### config.mk
export PLATFORM = sky130hd
export DESIGN_NAME = pcl_pwm_cycle_config
export DESIGN_NICKNAME = d
export VERILOG_FILES = /design/src/core/pcl_pwm_cycle_config.v
export VERILOG_INCLUDE_DIRS = /design/src /design/src/core
export SDC_FILE = /design/constraint.sdc
export NUM_CORES = 1
export LEC_CHECK = 0
export ABC_CLOCK_PERIOD_IN_PS = 6850
export CORE_UTILIZATION = 40
export DETAILED_ROUTE_END_ITERATION = 7
export DONT_BUFFER_PORTS = 1
export PLACE_DENSITY = 0.57
export SLEW_MARGIN = 20
export SYNTH_ARGS = -nofsm -noshare
export SYNTH_HDL_FRONTEND = slang
export SYNTH_SLANG_ARGS = --single-unit
export TNS_END_PERCENT = 5
### constraint.sdc
create_clock -name clk_sys -period 6.85 [get_ports clk_sys]
set_clock_uncertainty 0.15 [all_clocks]
set_input_delay 0.3425 -clock clk_sys [delete_from_list [all_inputs] [get_ports clk_sys]]
set_output_delay 0.3425 -clock clk_sys [all_outputs]
set_load 0.02 [all_outputs]
### src/core/pcl_defs.vh
`ifndef PCL_DEFS_VH
`define PCL_DEFS_VH
// Register address of the shared PWM cycle configuration register.
`define PCL_CFG_ADDR 8'hDF
// Compare low/high byte addresses of module 0; module n sits at base plus 2n.
`define PCL_CMP_LOW_BASE 8'hE9
`define PCL_CMP_HIGH_BASE 8'hEA
// Field positions in the configuration register.
`define PCL_BIT_BANK 7
`define PCL_BIT_MASK 6
`define PCL_BIT_FLAG 5
`define PCL_CLSEL_HI 1
`define PCL_CLSEL_LO 0
// Cycle length codes of the length field.
`define PCL_LEN_8BIT 2'h0
`define PCL_LEN_9BIT 2'h1
`define PCL_LEN_10BIT 2'h2
`define PCL_LEN_11BIT 2'h3
// Reset values.
`define PCL_CFG_RESET 8'h00
`define PCL_WORD_RESET 16'h0000
// Number of capture/compare modules.
`define PCL_NUM_MOD 6
`endif

### src/core/pcl_pwm_cycle_config.v
// Functional notes
// RULE_01: Bank bit steers compare addresses to reload.
// RULE_02: Reload values matter only in 9-11 bit PWM.
// RULE_03: Flag and mask request the shared interrupt.
// RULE_04: Set flag on overflow of selected bit.
// RULE_05: Flag sticky; software clears, write one sets.
// RULE_06: Bits four to two read zero.
// RULE_07: Length field 00..11 gives 8..11 bits.
// RULE_08: Length applies only to narrow PWM channels.
// RULE_09: Wide select picks 16-bit PWM per module.
// RULE_10: Copy reload into compare at cycle wrap.
`timescale 1ns/1ps
`default_nettype none
`include "pcl_defs.vh"
module pcl_pwm_cycle_config (
	input  wire        clk_sys,
	input  wire        srst,
	input  wire        reg_wr,
	input  wire        reg_rd,
	input  wire [7:0]  reg_addr,
	input  wire [7:0]  reg_wdata,
	output reg  [7:0]  reg_rdata,
	input  wire [15:0] main_array_counter,
	input  wire        counter_tick,
	input  wire [5:0]  wide_pwm_select,
	input  wire [5:0]  pwm_enable,
	output reg  [95:0] module_compare_value,
	output reg  [1:0]  cycle_length_select,
	output reg  [5:0]  narrow_pwm_active,
	output reg         cycle_wrap_flag,
	output reg         cycle_irq_req
);
	// Configuration bits held apart; the unused middle bits have no storage at all.
	reg                          reload_bank_select;
	reg                          cycle_wrap_irq_mask;
	// One reload word per module; software reaches it only through the bank bit.
	reg  [15:0]                  reload_value [0:`PCL_NUM_MOD-1];
	reg  [7:0]                   next_rdata;
	reg                          wrap_event;
	reg                          cfg_wr;
	reg                          flag_write_one;
	// Next compare words of all modules, gathered by the generate loop below.
	wire [`PCL_NUM_MOD*16-1:0]   next_compare;
	// Read bytes of the modules, OR-ed together stage by stage; at most one hits.
	wire [`PCL_NUM_MOD*8+7:0]    rd_chain;
	// Modules in narrow PWM now, and whether the cycle is longer than 8 bits.
	wire [`PCL_NUM_MOD-1:0]      narrow_now;
	wire                         long_cycle;
	genvar                       g;

	// Carry out of the selected bit: counter ticks while that bit and all bits below are ones.
	function wrap_at;
		input [15:0] cnt;
		input [1:0]  sel;
		begin
			case (sel)
				`PCL_LEN_8BIT: wrap_at = &cnt[7:0];
				`PCL_LEN_9BIT: wrap_at = &cnt[8:0];
				`PCL_LEN_10BIT: wrap_at = &cnt[9:0];
				default: wrap_at = &cnt[10:0];
			endcase
		end
	endfunction

	// Byte address decode of one module, used by both the write and the read path.
	// Module n sits two addresses above module n-1, low byte first.
	function byte_hit;
		input [7:0] addr;
		input [7:0] base;
		input [2:0] idx;
		begin
			byte_hit = (addr == base + {4'h0, idx, 1'h0});
		end
	endfunction

	// Detect the overflow one step before the counter rolls, so the flag lands with it.
	always @* begin
		wrap_event = counter_tick & wrap_at(main_array_counter, cycle_length_select); // [RULE_04] [RULE_07]
		cfg_wr = reg_wr & (reg_addr == `PCL_CFG_ADDR);
		flag_write_one = cfg_wr & reg_wdata[`PCL_BIT_FLAG];
	end

	// Configuration register writes; middle bits are simply dropped.
	// Dropping them at the write keeps the read-back zero without extra gating.
	always @(posedge clk_sys) begin
		if (srst) begin
			reload_bank_select <= 1'h0;
			cycle_wrap_irq_mask <= 1'h0;
			cycle_length_select <= 2'h0;
		end else if (cfg_wr) begin
			reload_bank_select <= reg_wdata[`PCL_BIT_BANK];
			cycle_wrap_irq_mask <= reg_wdata[`PCL_BIT_MASK];
			cycle_length_select <= reg_wdata[`PCL_CLSEL_HI:`PCL_CLSEL_LO]; // [RULE_06]
		end
	end

	// Sticky flag: a hardware event wins over a same-cycle software clear.
	// Losing the event would hide a whole PWM cycle from software.
	always @(posedge clk_sys) begin
		if (srst) begin
			cycle_wrap_flag <= 1'h0;
		end else if (wrap_event | flag_write_one) begin
			cycle_wrap_flag <= 1'h1; // [RULE_05] [RULE_04]
		end else if (cfg_wr) begin
			cycle_wrap_flag <= 1'h0; // [RULE_05]
		end
	end

	// Interrupt request is registered from the flag and mask of the previous cycle.
	// The extra cycle of latency buys a glitch-free request straight from a flop.
	always @(posedge clk_sys) begin
		if (srst) begin
			cycle_irq_req <= 1'h0;
		end else begin
			cycle_irq_req <= cycle_wrap_flag & cycle_wrap_irq_mask; // [RULE_03]
		end
	end

	// Channels in narrow PWM use the shared length; wide ones ignore it.
	always @(posedge clk_sys) begin
		if (srst) begin
			narrow_pwm_active <= 6'h00;
		end else begin
			narrow_pwm_active <= pwm_enable & ~wide_pwm_select; // [RULE_08] [RULE_09]
		end
	end

	// Stage zero of the read chain; each module ORs its byte in after it.
	assign rd_chain[7:0] = 8'h00;
	// Reload copies only happen for narrow PWM longer than 8 bits, so in any other
	// mode the reload bank is inert storage and software may park anything there.
	assign narrow_now = pwm_enable & ~wide_pwm_select; // [RULE_08] [RULE_09]
	assign long_cycle = (cycle_length_select != `PCL_LEN_8BIT); // [RULE_02]

	// One slice per capture/compare module: address hits, reload storage,
	// next compare word and read byte. Compare and reload share byte addresses,
	// and the bank bit alone decides which of the two a bus access reaches.
	generate
		for (g = 0; g < `PCL_NUM_MOD; g = g + 1) begin : g_mod
			localparam integer IDX = g;
			wire        hit_low;
			wire        hit_high;
			wire        load_reload;
			reg  [7:0]  rbyte;
			reg  [15:0] next_cmp;

			// Byte decode, shared by the write path and the read path.
			assign hit_low = byte_hit(reg_addr, `PCL_CMP_LOW_BASE, IDX[2:0]); // [RULE_01]
			assign hit_high = byte_hit(reg_addr, `PCL_CMP_HIGH_BASE, IDX[2:0]); // [RULE_01]
			// The copy waits for the cycle wrap so a duty change never splits a cycle.
			assign load_reload = wrap_event & long_cycle & narrow_now[g]; // [RULE_10] [RULE_02]

			// Reload word: written only while the bank bit points at it.
			always @(posedge clk_sys) begin
				if (srst) begin
					reload_value[g] <= `PCL_WORD_RESET;
				end else if (reg_wr & reload_bank_select) begin
					if (hit_low) begin
						reload_value[g][7:0] <= reg_wdata; // [RULE_01]
					end else if (hit_high) begin
						reload_value[g][15:8] <= reg_wdata; // [RULE_01]
					end
				end
			end

			// A software write in the same cycle as a reload copy wins for its byte.
			always @* begin
				next_cmp = module_compare_value[g*16 +: 16];
				if (load_reload) begin
					next_cmp = reload_value[g]; // [RULE_10]
				end
				if (reg_wr & ~reload_bank_select & hit_low) begin
					next_cmp[7:0] = reg_wdata; // [RULE_01]
				end
				if (reg_wr & ~reload_bank_select & hit_high) begin
					next_cmp[15:8] = reg_wdata; // [RULE_01]
				end
			end
			assign next_compare[g*16 +: 16] = next_cmp;

			// Read byte of this module, zero unless the address is one of its two.
			always @* begin
				rbyte = 8'h00;
				if (hit_low) begin
					rbyte = reload_bank_select ? reload_value[g][7:0]
						: module_compare_value[g*16 +: 8]; // [RULE_01]
				end else if (hit_high) begin
					rbyte = reload_bank_select ? reload_value[g][15:8]
						: module_compare_value[g*16+8 +: 8]; // [RULE_01]
				end
			end
			assign rd_chain[g*8+8 +: 8] = rd_chain[g*8 +: 8] | rbyte;
		end
	endgenerate

	// Active compare words; everything that moves them is folded into next_compare.
	always @(posedge clk_sys) begin
		if (srst) begin
			module_compare_value <= {`PCL_NUM_MOD{`PCL_WORD_RESET}};
		end else begin
			module_compare_value <= next_compare;
		end
	end

	// Read mux; unmapped addresses return zero because no stage of the chain hits.
	always @* begin
		next_rdata = 8'h00;
		if (reg_addr == `PCL_CFG_ADDR) begin
			next_rdata = {reload_bank_select, cycle_wrap_irq_mask, cycle_wrap_flag,
				3'h0, cycle_length_select}; // [RULE_06]
		end else begin
			next_rdata = rd_chain[`PCL_NUM_MOD*8 +: 8]; // [RULE_01]
		end
	end

	// Read data is registered; it is valid the cycle after reg_rd.
	// It holds between reads, so a slow bus master may pick it up late.
	always @(posedge clk_sys) begin
		if (srst) begin
			reg_rdata <= 8'h00;
		end else if (reg_rd) begin
			reg_rdata <= next_rdata;
		end
	end
endmodule
`default_nettype wire

==> results of run 1 <==
==> placed cells by master (no fill, tap or decap), types with 3 or more instances in the layout <==
master / n
a211oi_1: 85
a21oi_1: 12
a221o_1: 3
and2_1: 99
and3_1: 3
and4b_1: 3
buf_12: 8
buf_4: 9
clkbuf_1: 12
clkbuf_16: 26
clkinv_1: 3
clkinv_2: 3
dfxtp_1: 115
dlygate4sd3_1: 17
edfxtp_1: 96
mux2_2: 11
mux2i_1: 144
mux4_2: 21
nand2_1: 48
nand2b_1: 12
nand3_1: 19
nand3b_1: 3
nand4_1: 10
nor2_1: 115
nor2b_1: 5
nor3_1: 6
nor3b_1: 3
nor4_1: 4
nor4_4: 6
o21ai_0: 27
o21bai_1: 12
o22ai_1: 10
==> flip-flops by register name (all words and copies together) (netlist names) <==
register	count
cycle_wrap_irq_mask	1
cycle_wrap_flag	1
reload_value	96
reload_bank_select	1
cycle_length_select	2
narrow_pwm_active	6
cycle_irq_req	1
module_compare_value	96
reg_rdata	8
==> metal layers <==
layer | GRT usage (%) | share of wire, % | vias up
li1 | - | - | 3613
met1 | 32.4 | 42 | 3893
met2 | 39.8 | 47 | 332
met3 | 7.59 | 9.1 | 54
met4 | 7.38 | 2.7 | 0
met5 | 0 | 0 | -
==> cell families (layout without fill, tap and decap cells) <==
| kind of cell | count (synthesis) | count (layout) | synth area share (%) |
|---|---|---|---|
| buffers and inverters | 79 | 82 | 3.36 |
| multiplexers | 176 | 176 | 19.1 |
| AO/OA/AOI/OAI | 172 | 172 | 11.4 |
| AND/OR/NAND/NOR | 345 | 345 | 17.3 |
| flip-flops | 212 | 212 | 48.9 |
==> synth_stat cells (3+ instances only) <==
| library cell | n |
|---|---|
| nor2_1 | 115 |
| o21ai_0 | 27 |
| o22ai_1 | 10 |
| a221o_1 | 3 |
| buf_2 | 7 |
| o21bai_1 | 12 |
| mux4_2 | 21 |
| nor3b_1 | 3 |
| and3_1 | 3 |
| nor2b_1 | 5 |
| edfxtp_1 | 96 |
| nor3_1 | 7 |
| nor4_1 | 4 |
| nand3_1 | 19 |
| buf_1 | 5 |
| nor4_4 | 6 |
| buf_6 | 7 |
| dfxtp_1 | 116 |
| mux2i_1 | 144 |
| clkbuf_1 | 58 |
| nand2_1 | 48 |
| nand4_1 | 10 |
| a211oi_1 | 85 |
| and2_1 | 99 |
| nand3b_1 | 3 |
| mux2_2 | 11 |
| a21oi_1 | 12 |
| and4b_1 | 3 |
| nand2b_1 | 12 |
==> per-stage QoR <==
step / total power [mW] / worst slack, ps / instances / utilization [%] / hold slack [ps]
2_1_floorplan: 1.45 / 4310 / 984 / - / 276
3_3_place_gp: 1.44 / 3530 / 1251 / 41.4 / 273
5_1_grt: 2.82 / 3300 / 1322 / 45.7 / 12.5
6_report: 2.74 / 3460 / 1322 / 45.7 / 8.35
3_5_place_dp: 1.44 / 3490 / 1251 / 41.4 / 276
4_1_cts: 2.75 / 3480 / 1322 / 45.7 / 3.78
==> what timing repair did <==
item                                    in CTS  in global routing
hold endpoints to repair                   212                  0
endpoints found under the setup margin       0                  0
hold buffers                                26                  0
==> power by group through the flow <==
stage	combinational [mW]	sequential (mW)	clock, mW
floorplan	0.0643	1.38	0
global placement	0.0538	1.38	0
CTS	0.111	1.36	1.28
global route	0.118	1.36	1.34
finish	0.112	1.36	1.27
detailed placement	0.0542	1.39	0
==> worst paths after layout <==
| check | cells after the start | slack, ps | to |
|---|---|---|---|
| hold reg to reg | 2 | 350 | cycle_irq_req$_SDFF_PP0_ |
| hold / removal | 3 | 8 | module_compare_value[63]$_SDFFE_PP0P_ |
| setup reg to reg | 6 | 3460 | reg_rdata[4]$_SDFFE_PP0P_ |
| setup / recovery | 6 | 3460 | reg_rdata[4]$_SDFFE_PP0P_ |
==> cell type report <==
class	count	area [µm²]
fill	2418	14100
inverter	2	7.51
clock buffer	39	709
tap	335	419
multi-input combinational	693	5090
timing repair buffer	35	425
clock inverter	6	52.6
sequential	212	5210
==> worst max-delay path: stages (launching register included) <==
cell and delay [ps]:
dfxtp_4 740, buf_4 770, mux4_2 600, a22oi_1 300, o22ai_1 200, a211oi_1 330
a211oi_1 120
==> impl_results.md, run 1 <==
- Die X: roughly 170 µm
- Clk Latency, worst-skew pair: roughly 520 ps
- Tightest Pin Transition: approximately 1200 ps
- Port buffer count: 0
- Clock power frac: between 40% and 50%
- Resize count post-CTS: 0
- Startpoint Class: flip-flop
- Slew margin rel.: between 20% and 30%
- HP Start: reg_wdata[7]
- Worst EP arrival: about 3600 ps
- Area Growth Syn to Fin: 11.9%
- Power share of the sequential group: between 40% and 50%
- Internal power: roughly 2.1 mW
- Final-report setup violation count: 0
- Fin. Hold Viols: 0
- Clock Root Buffer: clkbuf_16
- Fraction of layout cells with a size suffix above 1: around a tenth
- Max-Cap Viols: 0
- Clock Path Buffers: 3
- PwrDens: 230 nW/µm²
- Share of the synthesized area in the top cell type: between 20% and 30%
- Min Tclk post-route: about 3400 ps
- Final Routed Wirelength: roughly 34000 µm
- Vias in the first global route: roughly 7700
- Distinct cells, synth: 54
- IO Count: 163
- Syn avg cell area: between 10 and 15 µm²
- Synth warn: 0
- Setup CP Type: flip-flop to flip-flop
- Leakage power: between 3 and 4 nW
- Comb power frac: under 10%
- First DRT Iteration DRCs: 690
- Net count reported at finish: around 1000
- CTS Buf Count: 25
- Clock tree sinks: roughly 210
- Async SR Flop Fraction: 0%
- Cell Area, Synth: ~11000 µm²
- Net Sw Frac: between 20% and 30%
- Setup_tns: 0 ps
- Via/cell ratio: a little under 6
- Crit path from: reload_bank_select$_SDFFE_PP0P_
- Post-synth EDFFs: between 90 and 100
- CP endpoint kind: flip-flop
- Area contributors post-synth: edfxtp_1, dfxtp_1, mux2i_1
- CTS clk-pin slew, worst paths: about 60 ps
- Ys flop type: dfxtp_1
- Fmax: roughly 0.3 GHz
- Final period utilization: between 40% and 50%
- Syn Nets: between 1000 and 1500
- First-pass GRT wire length: roughly 50000 µm
- Outcome: finished, final reports clean
- Area after DPL: about 11000 µm²
- Post-route ant nets: 0
- Worst vdd ir: approximately 0.00018 V
- DP HPWL: 21900 µm
- RSZ-0062 raised after global routing: no
- Die H: about 170 µm
- Initial antenna violation count: 0
- Hold Crit Class: input pin to flip-flop
- Core area: around 26000 µm²
- Seq/Total Area, Yosys: just under 50%
- DRC: 0
- Yosys reg bits: 212
- CP Data Required Time: a little over 7000 ps
- TritonCTS clock tree: done
- ANT cells: 0
- Via count: slightly below 8000
- # rows: approximately 60
- # Post-CTS Setup Buffers: 0
- Final GP Congestion: about 0.88
- Net switching power figure: slightly above 0.6 mW
- H-tree Lvls: 1
- Largest net degree at the start of global routing: 100
- Synth area leader: edfxtp_1
- Final Slew Violations: 0
- DR WL/cell: ~26 µm
- Initial Utilization: approximately 41%
- Cell area after layout: ~12000 µm²
- Synthesized instance count: just under 1000
- GRT overflow: 0
- Global-route usage over all layers: about 25%
- Drt first pass iters: 5
- CP Max Fanout: between 40 and 50
- FF-to-FF Start: reload_bank_select$_SDFFE_PP0P_
- Die Area: between 20000 and 30000 µm²
Power figures use the tool's default switching activity.
==> inputs of run 2 (changes only) <==
- ABC_CLOCK_PERIOD_IN_PS: 6850 -> 3000
- PLACE_DENSITY: 0.57 -> 0.59
- clock period: 6.85 -> 3 ns (I/O delays scaled with it)
==> impl_results.md, run 2 (same netlist as run 1, synthesis figures left out) <==
- Place WS: 483 ps (was 3490 ps)
- Cell Count Post-Placement: 1286 (was 1251)
- Hold WS: 5.05 ps (was 8.35 ps)
- Setup_tns: 0 ps (unchanged)
- Via/cell ratio: 5.88 (was 5.97)
- CTS clk-pin slew, worst paths: 60 ps (about the same)
- Clock Root Buffer: clkbuf_16 (unchanged)
- Worst vdd ir: 0.000461 V (was 0.000178 V)
- Leakage power: 4.03 nW (was 3.71 nW)
- Die Area: 27300 µm² (unchanged)
- DRC: 0 (unchanged)
- IO Count: 163 (unchanged)
- Startpoint Class: input pin (was flip-flop)
- CP Max Fanout: 6 (was 47)
- CTS Buf Count: 24 (was 25)
- Final worst slack: 135 ps (was 3460 ps)
- Max-Cap Viols: 0 (unchanged)
- H-tree Lvls: 1 (unchanged)
- Commonest non-fill, non-tap cell in the layout: mux2i_1 (unchanged)
- Commonest non-fill, non-tap cells in the layout: mux2i_1, nor2_1, dfxtp_1 (unchanged)
- Post-route ant nets: 0 (unchanged)
- Fmax: about 0.35 GHz
- Top flop regs: module_compare_value (96), reload_value (96), reg_rdata (8) (unchanged)
- Final total power: 6.26 mW (was 2.74 mW)
- Outcome: finished, final reports clean (unchanged)
- Clk Latency, worst-skew pair: 520 ps (about the same)
- Setup CP Type: input pin to flip-flop (was flip-flop to flip-flop)
- First DRT Iteration DRCs: 737 (was 690)
- DP HPWL: 22200 µm (was 21900 µm)
- CP Data Required Time: 3260 ps (was 7080 ps)
- DR WL/cell: 25.5 µm (was 25.8 µm)
- Min Tclk post-route: around 2900 ps
- Largest net degree at the start of global routing: 116 (was 100)
- # rows: 59 (unchanged)
- Port buffer count: 0 (unchanged)
- Die X: 165 µm (unchanged)
- Area Growth Syn to Fin: 16.8% (was 11.9%)
- Fin. Hold Viols: 0 (unchanged)
- Net count reported at finish: 1080 (was 1018)
- Hold Crit Class: input pin to flip-flop (unchanged)
- GRT overflow: 0 (unchanged)
- Drt first pass iters: 7 (was 5)
- Worst EP arrival: 3120 ps (was 3620 ps)
- Final Routed Wirelength: 35300 µm (was 34100 µm)
- Tightest Pin Transition: 1070 ps (was 1150 ps)
- Final GP Congestion: 0.886 (was 0.878)
- CP endpoint kind: flip-flop (unchanged)
- Initial Utilization: 40.9% (unchanged)
- Final Slew Violations: 0 (unchanged)
- Non-Filler Instances: 1385 (was 1322)
- Core area: 26100 µm² (unchanged)
- Clock Path Buffers: 3 (unchanged)
- Final period utilization: between 90% and 100%
- First-pass GRT wire length: 51100 µm (was 50300 µm)
- Vias in the first global route: 7865 (was 7695)
- Clock tree sinks: 212 (unchanged)
- Fraction of layout cells with a size suffix above 1: 12.6% (was 9.73%)
- Initial antenna violation count: 0 (unchanged)
- # Post-CTS Setup Buffers: 0 (unchanged)
- PwrDens: 503 nW/µm² (was 230 nW/µm²)
- Slew margin rel.: 28.4% (was 22.9%)
- Via count: 8138 (was 7892)
- Die H: 165 µm (unchanged)
- RSZ-0062 raised after global routing: no (unchanged)
- TritonCTS clock tree: done (unchanged)
- Final-report setup violation count: 0 (unchanged)
- Global-route usage over all layers: 25.6% (was 24.9%)
[run 2: cell count changes in the layout (fill, tap and decap cells not counted), moves of 2 or more]
| cell | previous run | this run |
|---|---|---|
| buf_4 | 9 | 43 |
| dlygate4sd3_1 | 17 | 45 |
| clkbuf_1 | 12 | 9 |
| diode_2 | 0 | 2 |
[run 2: cell type report]
type	count	area (µm²)
inverter	2	7.51
multi-input combinational	693	5090
sequential	212	5210
timing repair buffer	98	966
tap	335	419
clock buffer	36	687
clock inverter	7	57.6
fill	2400	13600
antenna	2	5.00
[run 2: routing by layer]
metal | vias up | GRT usage, % | share of wire (%)
met4 | 0 | 8.05 | 2.7
li1 | 3726 | - | -
met3 | 61 | 8.37 | 10
met5 | - | 0 | 0
met1 | 4008 | 32.5 | 41
met2 | 343 | 41.0 | 46
[run 2: path summary, 6_finish.rpt]
kind	cells after the start	start	slack [ps]	to
min	4	reg_addr[1]	5	reg_rdata[4]$_SDFFE_PP0P_
max	9	reg_addr[7]	140	cycle_wrap_flag$_SDFFE_PP0P_
min reg2reg	2	cycle_wrap_irq_mask$_SDFFE_PP0P_	320	cycle_irq_req$_SDFF_PP0_
max reg2reg	7	reload_bank_select$_SDFFE_PP0P_	180	reg_rdata[6]$_SDFFE_PP0P_
[run 2: where the power goes]
group / internal (mW) / switching, mW / leakage, nW
Clock: 1.66 / 1.20 / 0.366
Combinational: 0.103 / 0.194 / 1.74
Sequential: 3.06 / 0.0383 / 1.93
[run 2: through the flow]
step                cell area, µm²  utilization [%]
floorplan                    10700                -
global placement             11100             42.5
detailed placement           11100             42.5
CTS                          12400             47.7
global route                 12400             47.7
finish                       12400             47.8
[run 2: critical path, stage by stage]
cell and delay (ps):
dlygate4sd3_1 600, nand2_1 80, dlygate4sd3_1 560, nor4_1 300, buf_4 200, and2_1 340
mux2i_1 240, a21oi_1 90, dlygate4sd3_1 570
[run 2: what timing repair did]
| item | CTS | global route |
|---|---|---|
| endpoints found under the hold margin | 292 | 0 |
| resized for setup | 0 | 1 |
| endpoints found under the setup margin | 0 | 1 |
| hold buffers | 54 | 0 |
==> inputs of run 3 (changes only) <==
- BUFFER_PORTS_ARGS: not set -> -buffer_cell sky130_fd_sc_hd__clkbuf_2
- DONT_BUFFER_PORTS: 1 -> not set
- PLACE_DENSITY: 0.59 -> 0.65
==> impl_results.md, run 3 (same netlist as run 1, synthesis figures left out) <==
- Startpoint Class: flip-flop (was input pin)
- Die Area: 27300 µm² (unchanged)
- Global-route usage over all layers: 25.0% (was 25.6%)
- Via count: 8709 (was 8138)
- Fill cells: 2372 (was 2400)
- Vias in the first global route: 8401 (was 7865)
- Reg area: 5210 µm² (unchanged)
- First-pass GRT wire length: 51200 µm (was 51100 µm)
- Hold Crit Class: input pin to flip-flop (unchanged)
- CP Data Required Time: 3210 ps (was 3260 ps)
- Post-route ant nets: 0 (unchanged)
- Setup CP Type: flip-flop to flip-flop (was input pin to flip-flop)
- Area of the multi-input gates: 5090 µm² (about the same)
- Tightest Pin Transition: 1040 ps (was 1070 ps)
- Clk Latency, worst-skew pair: 530 ps (was 520 ps)
- Max-Cap Viols: 0 (unchanged)
- Commonest non-fill, non-tap cell in the layout: clkbuf_2 (was mux2i_1)
- Die H: 165 µm (unchanged)
- Final GP Congestion: 0.951 (was 0.886)
- Worst vdd ir: 0.000346 V (was 0.000461 V)
- # rows: 59 (unchanged)
- CTS Buf Count: 24 (unchanged)
- Final-report setup violation count: 0 (unchanged)
- PwrDens: 489 nW/µm² (was 503 nW/µm²)
- Met2 usage: 41.0% (unchanged)
- Fmax: 0.389 GHz (was 0.349 GHz)
- Slew margin rel.: 30.3% (was 28.4%)
- Final total power: 6.31 mW (was 6.26 mW)
- Port buffer count: 157 (was 0)
- DR WL/cell: 22.5 µm (was 25.5 µm)
- Area after DPL: 12000 µm² (was 11100 µm²)
- Outcome: finished, final reports clean (unchanged)
- CP max-delay cell: or4_1 (was dlygate4sd3_1)
- Clock tree sinks: 212 (unchanged)
- Core area: 26100 µm² (unchanged)
- Gr busiest metal: met2 (unchanged)
- Drt first pass iters: 7 (unchanged)
- Die X: 165 µm (unchanged)
- DP HPWL: 23400 µm (was 22200 µm)
- GRT overflow: 0 (unchanged)
- Via/cell ratio: 5.74 (was 5.88)
- Clock Root Buffer: clkbuf_16 (unchanged)
- Top flop regs: module_compare_value (96), reload_value (96), reg_rdata (8) (unchanged)
- Setup_tns: 0 ps (unchanged)
- RSZ-0062 raised after global routing: no (unchanged)
- Final Slew Violations: 0 (unchanged)
- Place WS: 152 ps (was 483 ps)
- CP endpoint kind: flip-flop (unchanged)
- Worst EP arrival: 2780 ps (was 3120 ps)
- Largest net degree at the start of global routing: 35 (was 116)
- Min Tclk post-route: 2570 ps (was 2860 ps)
- Commonest non-fill, non-tap cells in the layout: clkbuf_2, mux2i_1, nor2_1, dfxtp_1, and2_1 (was mux2i_1, nor2_1, dfxtp_1)
- TritonCTS clock tree: done (unchanged)
- Final period utilization: 85.7% (was 95.5%)
- GR Util met3: 3.50% (was 8.37%)
- Fraction of layout cells with a size suffix above 1: 25.1% (was 12.6%)
- Fin. Hold Viols: 0 (unchanged)
- Worst path max stage delay: 810 ps (was 600 ps)
- Cell area after layout: 12900 µm² (was 12400 µm²)
- First DRT Iteration DRCs: 762 (was 737)
- Final worst slack: 430 ps (was 135 ps)
- Grt met1 use: 34.3% (was 32.5%)
- Initial Utilization: 40.9% (unchanged)
- Leakage power: 4.57 nW (was 4.03 nW)
- Final Routed Wirelength: 34100 µm (was 35300 µm)
- Initial antenna violation count: 2 (was 0)
- Clock Path Buffers: 3 (unchanged)
- Crit path cell chain: a21boi_1 > or4_1 > nor4_4 > buf_4 > mux2i_1 > a211oi_1 (was dlygate4sd3_1 > nand2_1 > dlygate4sd3_1 > nor4_1 > buf_4 > and2_1 > mux2i_1 > a21oi_1 > dlygate4sd3_1)
- CTS clk-pin slew, worst paths: 60 ps (about the same)
- Area Growth Syn to Fin: 20.9% (was 16.8%)
- DRC: 0 (unchanged)
- H-tree Lvls: 1 (unchanged)
- Net count reported at finish: 1212 (was 1080)
- CP Max Fanout: 16 (was 6)
- IO Count: 163 (unchanged)
[run 3: cell count changes in the layout (fill, tap and decap cells not counted), sizes merged]
| cell | change |
|---|---|
| bufinv | -1 |
| diode | -1 |
| dlygate4sd3 | -31 |
| clkinv | -4 |
| buf | +7 |
| clkbuf | +162 |
[run 3: worst paths after layout]
path,to,slack (ps),cells after the start,start
setup / recovery,module_compare_value[37]$_SDFFE_PP0P_,430,6,cycle_length_select[1]$_SDFFE_PP0P_
hold / removal,reg_rdata[0]$_SDFFE_PP0P_,110,6,reg_addr[7]
setup reg to reg,module_compare_value[37]$_SDFFE_PP0P_,430,6,cycle_length_select[1]$_SDFFE_PP0P_
hold reg to reg,cycle_irq_req$_SDFF_PP0_,350,2,cycle_wrap_irq_mask$_SDFFE_PP0P_
[run 3: critical path, delay by kind of cell (launching register included)]
kind                   cells  cell delay [ps]
buffers and inverters      1              370
AOI/OAI and AO/OA          2              210
DFF                        1              300
muxes                      1              260
and+or+nand+nor            2             1100
[run 3: power by group]
part | internal, mW | total [mW] | switching [mW]
Combinational | 0.0968 | 0.321 | 0.224
Sequential | 3.06 | 3.09 | 0.0291
Clock | 1.71 | 2.89 | 1.18
[run 3: final cells by class]
class                      instances  share of cell area [%]
clock buffer                      42                    5.90
sequential                       212                    40.4
inverter                           2                  0.0583
timing repair buffer             230                    10.6
multi-input combinational        693                    39.5
antenna                            1                  0.0194
tap                              335                    3.25
clock inverter                     2                   0.165
[run 3: stage by stage]
step | utilization (%) | cells | hold WS [ps]
floorplan | - | 984 | 183
finish | 49.4 | 1517 | 109
global route | 49.4 | 1516 | 147
global placement | 45.9 | 1458 | 302
detailed placement | 45.9 | 1458 | 303
CTS | 49.4 | 1516 | 87.2
[run 3: what timing repair did]
| item | in CTS | in global routing |
|---|---|---|
| hold buffers | 14 | 0 |
| setup endpoints to repair | 0 | 16 |
| buffers inserted | 0 | 0 |
| hold endpoints to repair | 25 | 0 |
| gates resized for setup | 0 | 1 |
[run 3: per-layer routing]
layer / part of all wire [%] / vias up
met3: 7.7 / 56
li1: - / 4001
met4: 2.5 / 2
met1: 43 / 4284
met2: 47 / 366
met5: 0.050 / -
